<file path="src/slb_pkg.sv">
// What this block does
// - Autobaud counts five rising edges, stores divisor
// - Counter wrap before fifth edge sets overflow
// - Overflow sets pending; counting continues to fifth
// - Idle flag low until fifth autobaud edge
// - Fifth edge sets pending again after read
// - Early autobaud stop: later edges are starts
// - Wake enable holds receiver idle, watches falls
// - Wake falling edge sets pending; read clears
// - Rising edge ends break, clears wake enable
// - Nonzero character: first low is wake event
// - Break is start, twelve zeros, stop
// - Data write with break request sends zeros
// - Break request clears after stop; next byte follows
// - Received break shows pending, framing error, zero
// - Synchronous mode sends no start or stop
// - Mode bits select synchronous master transmit
// - Master drives one clock per data bit
// - Polarity sets clock idle level and edge
// - Transmit data waits until shifter empties
// - Master transmit drives data, changes on leading
package slb_pkg;

    typedef logic [3:0] slb_addr_t;
    typedef logic [7:0] slb_byte_t;

    // ====================================================
    // Register offsets
    localparam slb_addr_t OFS_CTRL = 4'h0;
    localparam slb_addr_t OFS_BAUD = 4'h1;
    localparam slb_addr_t OFS_STAT = 4'h2;
    localparam slb_addr_t OFS_TXDATA = 4'h3;
    localparam slb_addr_t OFS_RXDATA = 4'h4;
    localparam slb_addr_t OFS_DIVLO = 4'h5;
    localparam slb_addr_t OFS_DIVHI = 4'h6;

    // ====================================================
    // Control register layout, bit 0 last
    typedef struct packed {
        logic clock_idle_polarity;
        logic continuous_receive_enable;
        logic single_receive_enable;
        logic clock_source_master;
        logic sync_mode;
        logic send_break_request;
        logic transmit_enable;
        logic port_enable;
    } slb_ctrl_s;

    // ====================================================
    // Field positions
    localparam int BAUD_ABD_EN = 0;
    localparam int BAUD_WAKE_EN = 1;
    localparam int BAUD_IDLE = 6;
    localparam int BAUD_OVF = 7;
    localparam int STAT_PEND = 0;
    localparam int STAT_FRAMING_ERROR_FLAG = 1;
    localparam int STAT_TXE = 2;
    localparam int STAT_TRMT = 3;

    // ====================================================
    // Reset values and counts
    localparam slb_byte_t CTRL_RST = 8'h00;
    localparam logic [15:0] DIV_RST = 16'h0067;
    localparam logic [15:0] ABD_START = 16'h0001;
    localparam logic [15:0] ABD_MAX = 16'hFFFF;
    localparam logic [2:0] ABD_PRESCALE = 3'h7;
    localparam logic [2:0] ABD_EDGES = 3'h5;
    localparam logic [3:0] DATA_BITS = 4'h8;
    localparam logic [3:0] BRK_BITS = 4'hC;

endpackage

</file>
<file path="src/slb_sync2.sv">
`timescale 1ns/1ps
module slb_sync2 (
    input wire logic clk_i,
    input wire logic rst_i,
    input wire logic d_i,
    output logic q_o
);
    logic meta_q;

    // ====================================================
    // Two-stage synchroniser, idles high
    always_ff @(posedge clk_i) begin
        if (rst_i) begin
            meta_q <= 1'b1;
            q_o <= 1'b1;
        end else begin
            meta_q <= d_i;
            q_o <= meta_q;
        end
    end
endmodule

</file>
<file path="src/slb_rate_gen.sv">
`timescale 1ns/1ps
module slb_rate_gen (
    input wire logic clk_i,
    input wire logic rst_i,
    input wire logic restart_i,
    input wire logic [15:0] div_i,
    output logic tick_o,
    output logic half_o
);
    logic [15:0] cnt_q;

    // ====================================================
    // Bit-period divider, restartable
    always_ff @(posedge clk_i) begin
        if (rst_i || restart_i || cnt_q == div_i) begin
            cnt_q <= 16'h0000;
        end else begin
            cnt_q <= cnt_q + 16'h0001;
        end
    end

    assign tick_o = !restart_i && cnt_q == div_i;
    assign half_o = !restart_i && cnt_q == {1'b0, div_i[15:1]};
endmodule

</file>
<file path="src/slb_lin_serial.sv">
// The implementer's own choices: the address-and-strobe port and the address map.
`timescale 1ns/1ps
module slb_lin_serial
    import slb_pkg::*;
(
    input wire logic clk_i,
    input wire logic rst_i,
    input wire logic [3:0] addr_i,
    input wire logic [7:0] wdata_i,
    input wire logic wr_i,
    input wire logic rd_i,
    output logic [7:0] rdata_o,
    input wire logic clock_pin_i,
    output logic clock_pin_o,
    output logic clock_pin_oe_o,
    input wire logic data_pin_i,
    output logic data_pin_o,
    output logic data_pin_oe_o
);
    typedef enum logic [1:0] {AB_IDLE, AB_START, AB_COUNT} slb_abd_e;
    typedef enum logic [1:0] {RX_IDLE, RX_START, RX_DATA, RX_STOP} slb_rx_e;
    typedef enum logic [2:0] {TX_IDLE, TX_START, TX_DATA, TX_STOP, TX_SLEAD, TX_STRAIL} slb_tx_e;

    function automatic logic sel(input logic strobe, input slb_addr_t a, input slb_addr_t ofs);
        sel = strobe && a == ofs;
    endfunction

    slb_ctrl_s ctrl_q;
    logic abd_en_q, wake_en_q, ovf_q, pend_q, framing_error_flag_q, wake_seen_q;
    logic [15:0] div_q, abd_cnt_q;
    logic [2:0] presc_q, edges_q, rx_bits_q;
    logic [3:0] tx_cnt_q;
    slb_byte_t rxbuf_q, rx_sh_q, hold_q, tsr_q, baud_rd, stat_rd;
    logic hold_full_q, hold_brk_q, tx_brk_q;
    slb_abd_e abd_q;
    slb_rx_e rx_q;
    slb_tx_e tx_q;
    logic rx_s, rx_prev_q, rx_fall, rx_rise, rx_tick, rx_half, tx_tick, tx_half;
    logic async_on, sync_tx, abd_go, wake_act, rx_go, recv_idle;
    logic presc_tick, abd_done, abd_ovf_evt, wake_evt, wake_end, rx_done;
    logic wr_baud, wr_tx_ok, rd_rx, load, brk_done;
    logic [3:0] nbits;

    // ====================================================
    // Mode decode
    assign async_on = ctrl_q.port_enable && !ctrl_q.sync_mode;
    assign sync_tx = ctrl_q.port_enable && ctrl_q.sync_mode && ctrl_q.clock_source_master
        && !ctrl_q.single_receive_enable && !ctrl_q.continuous_receive_enable;
    assign wake_act = wake_en_q && async_on;
    assign abd_go = abd_en_q && async_on && !wake_en_q;
    assign rx_go = async_on && ctrl_q.continuous_receive_enable && !abd_go && !wake_act;
    assign recv_idle = rx_q == RX_IDLE && !abd_go;
    assign wr_baud = sel(wr_i, addr_i, OFS_BAUD);
    assign rd_rx = sel(rd_i, addr_i, OFS_RXDATA);

    // ====================================================
    // Receive line sampling
    slb_sync2 u_rx_sync (
        .clk_i(clk_i),
        .rst_i(rst_i),
        .d_i(data_pin_i),
        .q_o(rx_s)
    );

    always_ff @(posedge clk_i) begin
        if (rst_i) begin
            rx_prev_q <= 1'b1;
        end else begin
            rx_prev_q <= rx_s;
        end
    end

    assign rx_fall = rx_prev_q && !rx_s;
    assign rx_rise = !rx_prev_q && rx_s;

    slb_rate_gen u_rx_rate (
        .clk_i(clk_i),
        .rst_i(rst_i),
        .restart_i(rx_q == RX_IDLE),
        .div_i(div_q),
        .tick_o(rx_tick),
        .half_o(rx_half)
    );

    slb_rate_gen u_tx_rate (
        .clk_i(clk_i),
        .rst_i(rst_i),
        .restart_i(tx_q == TX_IDLE),
        .div_i(div_q),
        .tick_o(tx_tick),
        .half_o(tx_half)
    );

    // ====================================================
    // Control register
    assign brk_done = tx_q == TX_STOP && tx_tick && tx_brk_q;

    always_ff @(posedge clk_i) begin
        if (rst_i) begin
            ctrl_q <= slb_ctrl_s'(CTRL_RST);
        end else if (sel(wr_i, addr_i, OFS_CTRL)) begin
            ctrl_q <= slb_ctrl_s'(wdata_i);
        end else if (brk_done) begin
            ctrl_q.send_break_request <= 1'b0;
        end
    end

    // ====================================================
    // Autobaud and wake controls
    assign presc_tick = abd_go && abd_q == AB_COUNT && presc_q == ABD_PRESCALE;
    assign abd_done = abd_go && abd_q == AB_COUNT && rx_rise && edges_q == ABD_EDGES - 3'h1;
    assign abd_ovf_evt = presc_tick && abd_cnt_q == ABD_MAX && !abd_done;
    assign wake_evt = wake_act && rx_fall && !wake_seen_q;
    assign wake_end = wake_act && rx_rise && wake_seen_q;

    always_ff @(posedge clk_i) begin
        if (rst_i) begin
            abd_en_q <= 1'b0;
            wake_en_q <= 1'b0;
            ovf_q <= 1'b0;
        end else begin
            ovf_q <= abd_ovf_evt || (ovf_q && !(wr_baud && !wdata_i[BAUD_OVF]));
            if (wr_baud) begin
                abd_en_q <= wdata_i[BAUD_ABD_EN];
                wake_en_q <= wdata_i[BAUD_WAKE_EN];
            end else begin
                if (abd_done) begin
                    abd_en_q <= 1'b0;
                end
                if (wake_end) begin
                    wake_en_q <= 1'b0;
                end
            end
        end
    end

    always_ff @(posedge clk_i) begin
        if (rst_i || wr_baud || !wake_act) begin
            wake_seen_q <= 1'b0;
        end else if (wake_evt) begin
            wake_seen_q <= 1'b1;
        end else if (wake_end) begin
            wake_seen_q <= 1'b0;
        end
    end

    // ====================================================
    // Autobaud measurement
    always_ff @(posedge clk_i) begin
        if (rst_i) begin
            abd_q <= AB_IDLE;
            abd_cnt_q <= ABD_START;
            presc_q <= 3'h0;
            edges_q <= 3'h0;
        end else if (!abd_go) begin
            abd_q <= AB_IDLE;
        end else begin
            unique case (abd_q)
                AB_IDLE: begin
                    if (rx_fall) begin
                        abd_q <= AB_START;
                    end
                end
                AB_START: begin
                    if (rx_rise) begin
                        abd_q <= AB_COUNT;
                        abd_cnt_q <= ABD_START;
                        presc_q <= 3'h0;
                        edges_q <= 3'h1;
                    end
                end
                AB_COUNT: begin
                    presc_q <= presc_q + 3'h1;
                    if (presc_tick) begin
                        abd_cnt_q <= abd_cnt_q + 16'h0001;
                    end
                    if (rx_rise) begin
                        edges_q <= edges_q + 3'h1;
                    end
                    if (abd_done) begin
                        abd_q <= AB_IDLE;
                    end
                end
                default: begin
                    abd_q <= AB_IDLE;
                end
            endcase
        end
    end

    // ====================================================
    // Divisor pair
    always_ff @(posedge clk_i) begin
        if (rst_i) begin
            div_q <= DIV_RST;
        end else if (abd_done) begin
            div_q <= abd_cnt_q;
        end else if (sel(wr_i, addr_i, OFS_DIVLO)) begin
            div_q[7:0] <= wdata_i;
        end else if (sel(wr_i, addr_i, OFS_DIVHI)) begin
            div_q[15:8] <= wdata_i;
        end
    end

    // ====================================================
    // Asynchronous receiver
    assign rx_done = rx_q == RX_STOP && rx_half && rx_go;

    always_ff @(posedge clk_i) begin
        if (rst_i || !rx_go) begin
            rx_q <= RX_IDLE;
            rx_bits_q <= 3'h0;
        end else begin
            unique case (rx_q)
                RX_IDLE: begin
                    if (rx_fall) begin
                        rx_q <= RX_START;
                    end
                end
                RX_START: begin
                    if (rx_half) begin
                        rx_q <= rx_s ? RX_IDLE : RX_DATA;
                        rx_bits_q <= 3'h0;
                    end
                end
                RX_DATA: begin
                    if (rx_half) begin
                        rx_sh_q <= {rx_s, rx_sh_q[7:1]};
                        rx_bits_q <= rx_bits_q + 3'h1;
                        if (rx_bits_q == 3'h7) begin
                            rx_q <= RX_STOP;
                        end
                    end
                end
                RX_STOP: begin
                    if (rx_half) begin
                        rx_q <= RX_IDLE;
                    end
                end
            endcase
        end
    end

    always_ff @(posedge clk_i) begin
        if (rst_i) begin
            rxbuf_q <= 8'h00;
            framing_error_flag_q <= 1'b0;
        // break shows zero and framing error
        end else if (rx_done) begin
            rxbuf_q <= rx_sh_q;
            framing_error_flag_q <= !rx_s;
        end
    end

    // ====================================================
    // Receive-pending flag, set wins over read
    always_ff @(posedge clk_i) begin
        if (rst_i) begin
            pend_q <= 1'b0;
        end else begin
            pend_q <= rx_done || abd_done || abd_ovf_evt || wake_evt || (pend_q && !rd_rx);
        end
    end

    // ====================================================
    // Transmit holding register
    assign load = tx_q == TX_IDLE && hold_full_q && ctrl_q.transmit_enable && (async_on || sync_tx);
    assign wr_tx_ok = sel(wr_i, addr_i, OFS_TXDATA) && ctrl_q.transmit_enable && (!hold_full_q || load);

    always_ff @(posedge clk_i) begin
        if (rst_i) begin
            hold_full_q <= 1'b0;
            hold_brk_q <= 1'b0;
            hold_q <= 8'h00;
        end else begin
            hold_full_q <= wr_tx_ok || (hold_full_q && !load);
            if (wr_tx_ok) begin
                hold_q <= wdata_i;
                // write starts a break, not while one pending
                hold_brk_q <= ctrl_q.send_break_request && !ctrl_q.sync_mode
                    && !(tx_brk_q && tx_q != TX_IDLE) && !(hold_full_q && hold_brk_q);
            end
        end
    end

    // ====================================================
    // Transmit shifter
    assign nbits = tx_brk_q ? BRK_BITS : DATA_BITS;

    always_ff @(posedge clk_i) begin
        if (rst_i || !ctrl_q.port_enable) begin
            tx_q <= TX_IDLE;
            tx_cnt_q <= 4'h0;
            tx_brk_q <= 1'b0;
            tsr_q <= 8'h00;
        end else begin
            unique case (tx_q)
                TX_IDLE: begin
                    if (load) begin
                        tsr_q <= hold_brk_q ? 8'h00 : hold_q;
                        tx_brk_q <= hold_brk_q;
                        tx_cnt_q <= 4'h0;
                        tx_q <= sync_tx ? TX_SLEAD : TX_START;
                    end
                end
                TX_START: begin
                    if (tx_tick) begin
                        tx_q <= TX_DATA;
                    end
                end
                TX_DATA: begin
                    if (tx_tick) begin
                        tsr_q <= {1'b0, tsr_q[7:1]};
                        tx_cnt_q <= tx_cnt_q + 4'h1;
                        if (tx_cnt_q == nbits - 4'h1) begin
                            tx_q <= TX_STOP;
                        end
                    end
                end
                TX_STOP: begin
                    if (tx_tick) begin
                        tx_q <= TX_IDLE;
                    end
                end
                TX_SLEAD: begin
                    if (tx_tick) begin
                        tx_q <= TX_STRAIL;
                    end
                end
                TX_STRAIL: begin
                    if (tx_tick) begin
                        tsr_q <= {1'b0, tsr_q[7:1]};
                        tx_cnt_q <= tx_cnt_q + 4'h1;
                        tx_q <= (tx_cnt_q == DATA_BITS - 4'h1) ? TX_IDLE : TX_SLEAD;
                    end
                end
                default: begin
                    tx_q <= TX_IDLE;
                end
            endcase
        end
    end

    // ====================================================
    // Pin drivers
    always_ff @(posedge clk_i) begin
        if (rst_i) begin
            clock_pin_o <= 1'b1;
            clock_pin_oe_o <= 1'b0;
            data_pin_o <= 1'b1;
            data_pin_oe_o <= 1'b0;
        end else begin
            clock_pin_oe_o <= ctrl_q.port_enable && (ctrl_q.sync_mode ? ctrl_q.clock_source_master
                : ctrl_q.transmit_enable);
            if (ctrl_q.sync_mode) begin
                clock_pin_o <= ctrl_q.clock_idle_polarity ^ (tx_q == TX_STRAIL);
            end else begin
                clock_pin_o <= !(tx_q == TX_START || (tx_q == TX_DATA && !tsr_q[0]));
            end
            // both drivers on, data on leading edge
            data_pin_oe_o <= sync_tx && ctrl_q.transmit_enable;
            if (tx_q == TX_SLEAD && tx_tick) begin
                data_pin_o <= tsr_q[0];
            end
        end
    end

    // ====================================================
    // Register reads
    always_comb begin
        baud_rd = 8'h00;
        baud_rd[BAUD_ABD_EN] = abd_en_q;
        baud_rd[BAUD_WAKE_EN] = wake_en_q;
        baud_rd[BAUD_IDLE] = recv_idle;
        baud_rd[BAUD_OVF] = ovf_q;
        stat_rd = 8'h00;
        stat_rd[STAT_PEND] = pend_q;
        stat_rd[STAT_FRAMING_ERROR_FLAG] = framing_error_flag_q;
        stat_rd[STAT_TXE] = !hold_full_q;
        stat_rd[STAT_TRMT] = tx_q == TX_IDLE;
    end

    always_ff @(posedge clk_i) begin
        if (rst_i || !rd_i) begin
            rdata_o <= 8'h00;
        end else begin
            unique case (addr_i)
                OFS_CTRL: rdata_o <= ctrl_q;
                OFS_BAUD: rdata_o <= baud_rd;
                OFS_STAT: rdata_o <= stat_rd;
                OFS_RXDATA: rdata_o <= rxbuf_q;
                OFS_DIVLO: rdata_o <= div_q[7:0];
                OFS_DIVHI: rdata_o <= div_q[15:8];
                default: rdata_o <= 8'h00;
            endcase
        end
    end
endmodule

</file>
<file path="config.mk">
export PLATFORM = sky130hd
export DESIGN_NAME = slb_lin_serial
export DESIGN_NICKNAME = d
export VERILOG_FILES = /design/src/slb_pkg.sv /design/src/slb_sync2.sv /design/src/slb_rate_gen.sv /design/src/slb_lin_serial.sv
export SDC_FILE = /design/constraint.sdc
export NUM_CORES = 1
export LEC_CHECK = 0
export BUFFER_PORTS_ARGS = -buffer_cell sky130_fd_sc_hd__buf_4
export CAP_MARGIN = 40
export CORE_UTILIZATION = 29
export CTS_BUF_LIST = sky130_fd_sc_hd__clkbuf_8
export CTS_CLUSTER_DIAMETER = 100
export DETAILED_ROUTE_END_ITERATION = 10
export GPL_TIMING_DRIVEN = 0
export SETUP_SLACK_MARGIN = 0.1
export SYNTH_ARGS = -nofsm -noshare
export SYNTH_HDL_FRONTEND = slang
export SYNTH_SLANG_ARGS = --single-unit
</file>
<file path="constraint.sdc">
create_clock -name clk_i -period 2.6 [get_ports clk_i]
set_input_delay 0.26 -clock clk_i [delete_from_list [all_inputs] [get_ports clk_i]]
set_output_delay 0.26 -clock clk_i [all_outputs]
set_load 0.005 [all_outputs]
</file>
# Yosys cells after proc, flatten, opt, wreduce, memory -nomap -nowiden
# Index checks and enable logic that the tools add are counted.
dict set report classes {
  reduce_logical 123
  addsub 8
  n_eq_ne 44
  muxes 53
  bitwise_logic 3
}
# op n
set op_table {}
lappend op_table {{logical AND 1 bit} 54}
lappend op_table {{adder 16 x 1 -> 16 bit (second input constant)} 3}
lappend op_table {{2-to-1 mux 16 bit} 3}
lappend op_table {{2-to-1 mux 8 bit} 6}
lappend op_table {{case mux 8 bit (6 select lines)} 1}
lappend op_table {{2-to-1 mux 3 bit} 15}
lappend op_table {{inequality test 2 bit (second input constant)} 18}
lappend op_table {{== test 16 bit} 2}
lappend op_table {{case mux 16 bit (2 select lines)} 1}
lappend op_table {{zero test 1 bit} 24}
lappend op_table {{logical OR 1 bit} 18}
lappend op_table {{case mux 3 bit (2 select lines)} 3}
lappend op_table {{case mux 3 bit (6 select lines)} 1}
lappend op_table {{nonzero test 2 bit} 9}
lappend op_table {{== test 16 x 15 -> 1 bit} 1}
lappend op_table {{== test 16 bit (second input constant)} 1}
lappend op_table {{== test 4 x 3 -> 1 bit (second input constant)} 4}
lappend op_table {{2-to-1 mux 2 bit} 8}
lappend op_table {{case mux 8 bit (2 select lines)} 1}
lappend op_table {{== test 3 bit (second input constant)} 5}
lappend op_table {{AND reduction 3 bit} 5}
lappend op_table {{adder 3 x 1 -> 3 bit (second input constant)} 3}
lappend op_table {{2-to-1 mux 1 bit} 9}
lappend op_table {{== test 4 x 2 -> 1 bit (second input constant)} 2}
lappend op_table {{other kinds (24)} 34}
dict set report word_totals {
  ff_bits 148
  out_inout_bits 12
  inputBits 18
  wordCells 272
}

# Longest topological paths before layout
dict set report depth {
  ltp_word 12
  ltp_mapped 8
  mapped_depth_nobuf 7
}

# By module
# A second synthesis with hierarchy kept.
dict set report unflattened {
  cells_unflattened 891
  hier_area_um2 8034.0
}
# mod area_each_um2 instances cells_per_inst seq_area_each_um2
set by_module_without_submodules {}
lappend by_module_without_submodules {slb_lin_serial 5544.1 1 626 2362.3}
lappend by_module_without_submodules {{slb_rate_gen (u_tx_rate)} 1321.3 1 131 320.3}
lappend by_module_without_submodules {{slb_rate_gen (u_rx_rate)} 1116.1 1 130 320.3}
lappend by_module_without_submodules {slb_sync2 52.6 1 4 40.0}

# Worst setup path after synthesis
# No wires, ideal clock.
dict set report synth_timing {
  path_kind {reg2reg}
  from {reg u_rx_rate.cnt_q[0]}
  to {reg rx_sh_q[0], enable pin}
  period_less_slack_ps 2214
  arrival_ps 1843
  slack_ps 386
  path_stages_with_launch 9
  path_cell_list {dfxtp_1 clkbuf_1 xor2_1 nor4_1 and4_1 buf_2 buf_4 nand2_1 nor2_1}
}
dict set report synth_via {
  elab_chain_len 3
}
# element line_no
set synth_rtl {}
lappend synth_rtl {{start: declaration} slb_rate_gen.sv:10} ;# logic [15:0] cnt_q;
lappend synth_rtl {{start signal: assignment} slb_rate_gen.sv:18} ;# cnt_q <= cnt_q + 16'h0001;
lappend synth_rtl {{== test 16 x 15 -> 1 bit} slb_rate_gen.sv:23} ;# assign half_o = !restart_i && cnt_q == {1'b0, div_i[15:1]};
lappend synth_rtl {{logical AND 1 bit} slb_rate_gen.sv:23}
lappend synth_rtl {{AND reduction 3 bit (no source line)} -}
lappend synth_rtl {{end signal: assignment} slb_lin_serial.sv:228} ;# rx_sh_q <= {rx_s, rx_sh_q[7:1]};
lappend synth_rtl {{end: declaration} slb_lin_serial.sv:33} ;# slb_byte_t rxbuf_q, rx_sh_q, hold_q, tsr_q, baud_rd, stat_rd;
# No other way between the ends.
# A chain may end at the register's enable or synchronous reset.

# Worst setup path in the final report
dict set report layout_timing {
  from {reg div_q[3]}
  to {reg rx_sh_q[0], enable pin}
}
dict set report layout_via {
  elab_chain_len 3
}
# element line_no
set layout_rtl {}
lappend layout_rtl {{start: declaration} slb_lin_serial.sv:30} ;# logic [15:0] div_q, abd_cnt_q;
lappend layout_rtl {{start signal: assignment} slb_lin_serial.sv:197} ;# div_q <= abd_cnt_q;
lappend layout_rtl {{start signal: assignment} slb_lin_serial.sv:199} ;# div_q[7:0] <= wdata_i;
lappend layout_rtl {{== test 16 x 15 -> 1 bit} slb_rate_gen.sv:23}
lappend layout_rtl {{logical AND 1 bit} slb_rate_gen.sv:23}
lappend layout_rtl {{AND reduction 3 bit (no source line)} -}
# No other way between the ends.

==> impl_results.md <==
* Maximum fanout encountered on the critical timing path at 10
* Internal Dissipation at around 3.3 mW
* Non-Filler Cell Area, Final at approximately 8300 um^2
* Worst min-delay path class: input port to flop
* Period utilization at 0.908
* Post-CTS setup buffer count at 0
* Clk network pwr share at 0.436
* Final instance count without filler cells at approximately 1200
* Maximum level of the CTS H-tree at 4
* Detailed placer's ending HPWL at around 15 mm
* Number of max-slew violations in the final report at 0
* Antenna Diode Count at 0
* Topmost layer with routed signal wires: met4
* Register area share after synthesis at 0.417
* Post-synthesis to final-layout area growth at 14.4%
* Number of placed I/O pins at 30
* Min cycle time layout at about 2.4 ns
* Routed wl met2 at between 8 and 9 mm
* Antenna Nets Post-Route at 0
* Number of antenna violations at the first check in global routing at 0
* Detailed-route vias per instance at about 5
* DRC violations left at 0
* Total iterations of the first detailed-routing run at 6
* Utilization after layout at 0.341
* Leading cell types by total area after synthesis: sky130_fd_sc_hd__dfxtp_1 (38%), sky130_fd_sc_hd__xor2_1 (6.8%), sky130_fd_sc_hd__nor2_1 (5.0%)
* Count of placed standard cells including taps at about 1200
* Mapped Nets at 874
* Worst slew slack as a fraction of its limit at 0.568
* Horizontal die dimension at 161 um
* Final worst hold slack at ~0.10 ns
* Skew final at 0.0160 ns
* Number of maximum-capacitance constraint violations at 0
* Combined global-route utilization of all metal layers at 0.156
* Bufs on Longest Clock Path at 2
* Kind of start point of the critical path: flop
* Hold violation total from the final report at 0
* Number of buffers added on ports at 28
* Post-DR wirelength/cell at around 16 um
* Maximum achievable frequency at 423 MHz
* Main synth FF type: sky130_fd_sc_hd__dfxtp_1
* Wire length of the first global-routing pass at approximately 32 mm
* Final GP Congestion at 0.914
* Endpoint kind of the worst setup timing path: flop
* Number of buffers created by CTS at 17
* Total congestion overflow at 0
* Fraction of power consumed by sequential logic at 0.528
* Overall power consumption at 4.35 mW
* FFs w/ async S/R, synth at 0
* Worst setup path class: flop to flop
* Vias after detailed routing at ~6300
* Detailed-route wire length at between 15 and 20 mm
* Met1 WL at 9.66 mm
* Share of post-route cells with drive strength above 1 at 0.122
* Fraction of power spent switching nets at 0.241
* Routed wl met3 at around 910 um
* Post-synth cell types at between 60 and 70
* Most instantiated cells after synthesis: sky130_fd_sc_hd__dfxtp_1 (140), sky130_fd_sc_hd__nor2_1 (97), sky130_fd_sc_hd__nand2_1 (73)
* Clk_lat worst skew at 0.46 ns
* Portion of total power attributed to combinational logic at 0.036
* Register bit total from synthesis at 148
* Net switching power at approximately 1.0 mW
* Synthesized area per cell at ~8.6 um^2
* Core Footprint at 24500 um^2
* Post-detailed-placement cell area at ~8000 um^2
* Share of the synthesized area in the top cell type at 0.384
* EDFF count, synth at 8
* Clock sink total at roughly 150
* Drt first-iter violations at 489
* Row count at 57
* Final setup violation count at 0
* Initial core utilization at 0.298
* Clock transition time at the flip-flop clock pins of the worst setup and hold paths at ~0.090 ns
* TritonCTS clock tree: yes
* Vias in the first global route at around 5800
* RSZ-0062 raised after global routing: no
* Vertical extent of the die at about 160 um
* Crit path DAT at between 2 and 3 ns
* Power Dens Cells at ~520 nW/um^2
* Maximum number of pins on one net before global-route repair at 17
* Root cell of the clock tree: sky130_fd_sc_hd__clkbuf_8
* Count of synthesis-stage warnings from yosys at 0
* Transition time at the pin with the least slew margin at 0.646 ns
* Required time of the critical path at between 2 and 3 ns
* Most used standard cell by instance count after synthesis: sky130_fd_sc_hd__dfxtp_1
* Full die area at ~26000 um^2
* Cell area after synthesis at between 7000 and 8000 um^2
* Maximum vdd drop at 0.000280 V
* Cell count after synthesis at about 850
* Leakage power figure at 2.85 nW
* Run status: finished, final reports clean
* Net count reported at finish at between 900 and 1000
* Yosys top cell by area: sky130_fd_sc_hd__dfxtp_1
[cell families (layout without fill, tap and decap cells)]
| family | count (synthesis) | count (layout) | share of synthesized area |
|---|---|---|---|
| mux | 11 | 11 | 0.0151 |
| simple gates | 360 | 360 | 0.249 |
| fa+ha+maj | 10 | 10 | 0.0172 |
| compound gates | 146 | 146 | 0.140 |
| buf+inv | 80 | 142 | 0.0518 |
| xor+xnor | 91 | 91 | 0.109 |
| flops | 148 | 148 | 0.417 |
[final timing paths]
kind | startpoint | endpoint | slack, ns | cells past startpoint
max | div_q[3] | rx_sh_q[0] | 0.24 | 8
min | wdata_i[3] | hold_q[3] | 0.10 | 3
max reg2reg | div_q[3] | rx_sh_q[0] | 0.24 | 8
min reg2reg | u_rx_sync.meta_q | u_rx_sync.q_o | 0.42 | 1
[state kept, by name (all words and copies together), names as in the netlist, 2 cells and up, named ones only]
| signal | flops |
|---|---|
| abd_cnt_q | 16 |
| abd_q | 2 |
| ctrl_q | 8 |
| div_q | 16 |
| edges_q | 3 |
| hold_q | 8 |
| presc_q | 3 |
| rdata_o | 8 |
| rx_bits_q | 3 |
| rx_sh_q | 8 |
| rxbuf_q | 8 |
| tsr_q | 8 |
| tx_cnt_q | 4 |
| tx_q | 3 |
| u_rx_rate.cnt_q | 16 |
| u_tx_rate.cnt_q | 16 |
[cell type report]
cell class	instances	area (um^2)
inverter	14	52.6
multi-input combinational	618	3880
buffer	66	325
fill	2580	16100
tap	324	405
clock inverter	15	178
sequential	148	3040
clock buffer	17	234
timing repair buffer	30	225
[stage by stage]
| stage | setup TNS, ns | worst slack [ns] |
|---|---|---|
| 3_3_place_gp | -0.247 | -0.0312 |
| 5_1_grt | 0 | 0.114 |
| 2_1_floorplan | 0 | 0.386 |
| 4_1_cts | 0 | 0.104 |
| 6_report | 0 | 0.239 |
| 3_5_place_dp | -0.828 | -0.104 |
[metal layers]
| layer | vias to the layer above | GRT usage |
|---|---|---|
| li1 | 3090 | - |
| met1 | 3044 | 0.219 |
| met2 | 159 | 0.237 |
| met3 | 26 | 0.0336 |
| met4 | 0 | 0.0537 |
| met5 | - | 0 |
[layout by cell type, fill, tap and decap left out, types with 6 or more instances in the layout]
cell type	count
sky130_fd_sc_hd__nor2_1	96
sky130_fd_sc_hd__ha_1	10
sky130_fd_sc_hd__or3_1	7
sky130_fd_sc_hd__mux2i_1	11
sky130_fd_sc_hd__nor3b_1	6
sky130_fd_sc_hd__nand2b_1	8
sky130_fd_sc_hd__clkbuf_8	17
sky130_fd_sc_hd__nor3_1	12
sky130_fd_sc_hd__dfxtp_1	140
sky130_fd_sc_hd__nand3_1	70
sky130_fd_sc_hd__nor2b_1	12
sky130_fd_sc_hd__xor2_1	57
sky130_fd_sc_hd__and3_1	13
sky130_fd_sc_hd__buf_2	27
sky130_fd_sc_hd__inv_1	14
sky130_fd_sc_hd__nand4_1	23
sky130_fd_sc_hd__nor4_1	8
sky130_fd_sc_hd__buf_4	32
sky130_fd_sc_hd__a21oi_1	42
sky130_fd_sc_hd__a211oi_1	12
sky130_fd_sc_hd__a311oi_1	19
sky130_fd_sc_hd__a22oi_1	13
sky130_fd_sc_hd__and4_1	6
sky130_fd_sc_hd__xnor2_1	34
sky130_fd_sc_hd__nand2_1	73
sky130_fd_sc_hd__o21ai_0	24
sky130_fd_sc_hd__clkbuf_1	32
sky130_fd_sc_hd__edfxtp_1	8
[worst max-delay path, stage by stage (launching register included)]
cell and delay [ns]:
sky130_fd_sc_hd__dfxtp_1 0.31, sky130_fd_sc_hd__clkbuf_1 0.29, sky130_fd_sc_hd__xor2_1 0.11, sky130_fd_sc_hd__nor4_1 0.42, sky130_fd_sc_hd__and4_1 0.26, sky130_fd_sc_hd__buf_2 0.16
sky130_fd_sc_hd__buf_4 0.18, sky130_fd_sc_hd__nand2_1 0.10, sky130_fd_sc_hd__nor2_4 0.22
[repair_timing]
item / 4_1_cts / 5_1_grt
pin swaps: 0 / 0
setup endpoints to repair: 8 / 8
hold endpoints to repair: 1 / 0
gates resized for setup: 1 / 1
hold buffers: 1 / 0
[power groups by stage]
stage,Sequential [mW],Combinational (mW),Clock [mW]
floorplan,2.35,0.0794,0
CTS,2.30,0.156,1.95
finish,2.30,0.157,1.89
global placement,2.35,0.153,0
detailed placement,2.35,0.154,0
global route,2.30,0.167,2.05
No activity file was read; power rests on OpenSTA's default activity.
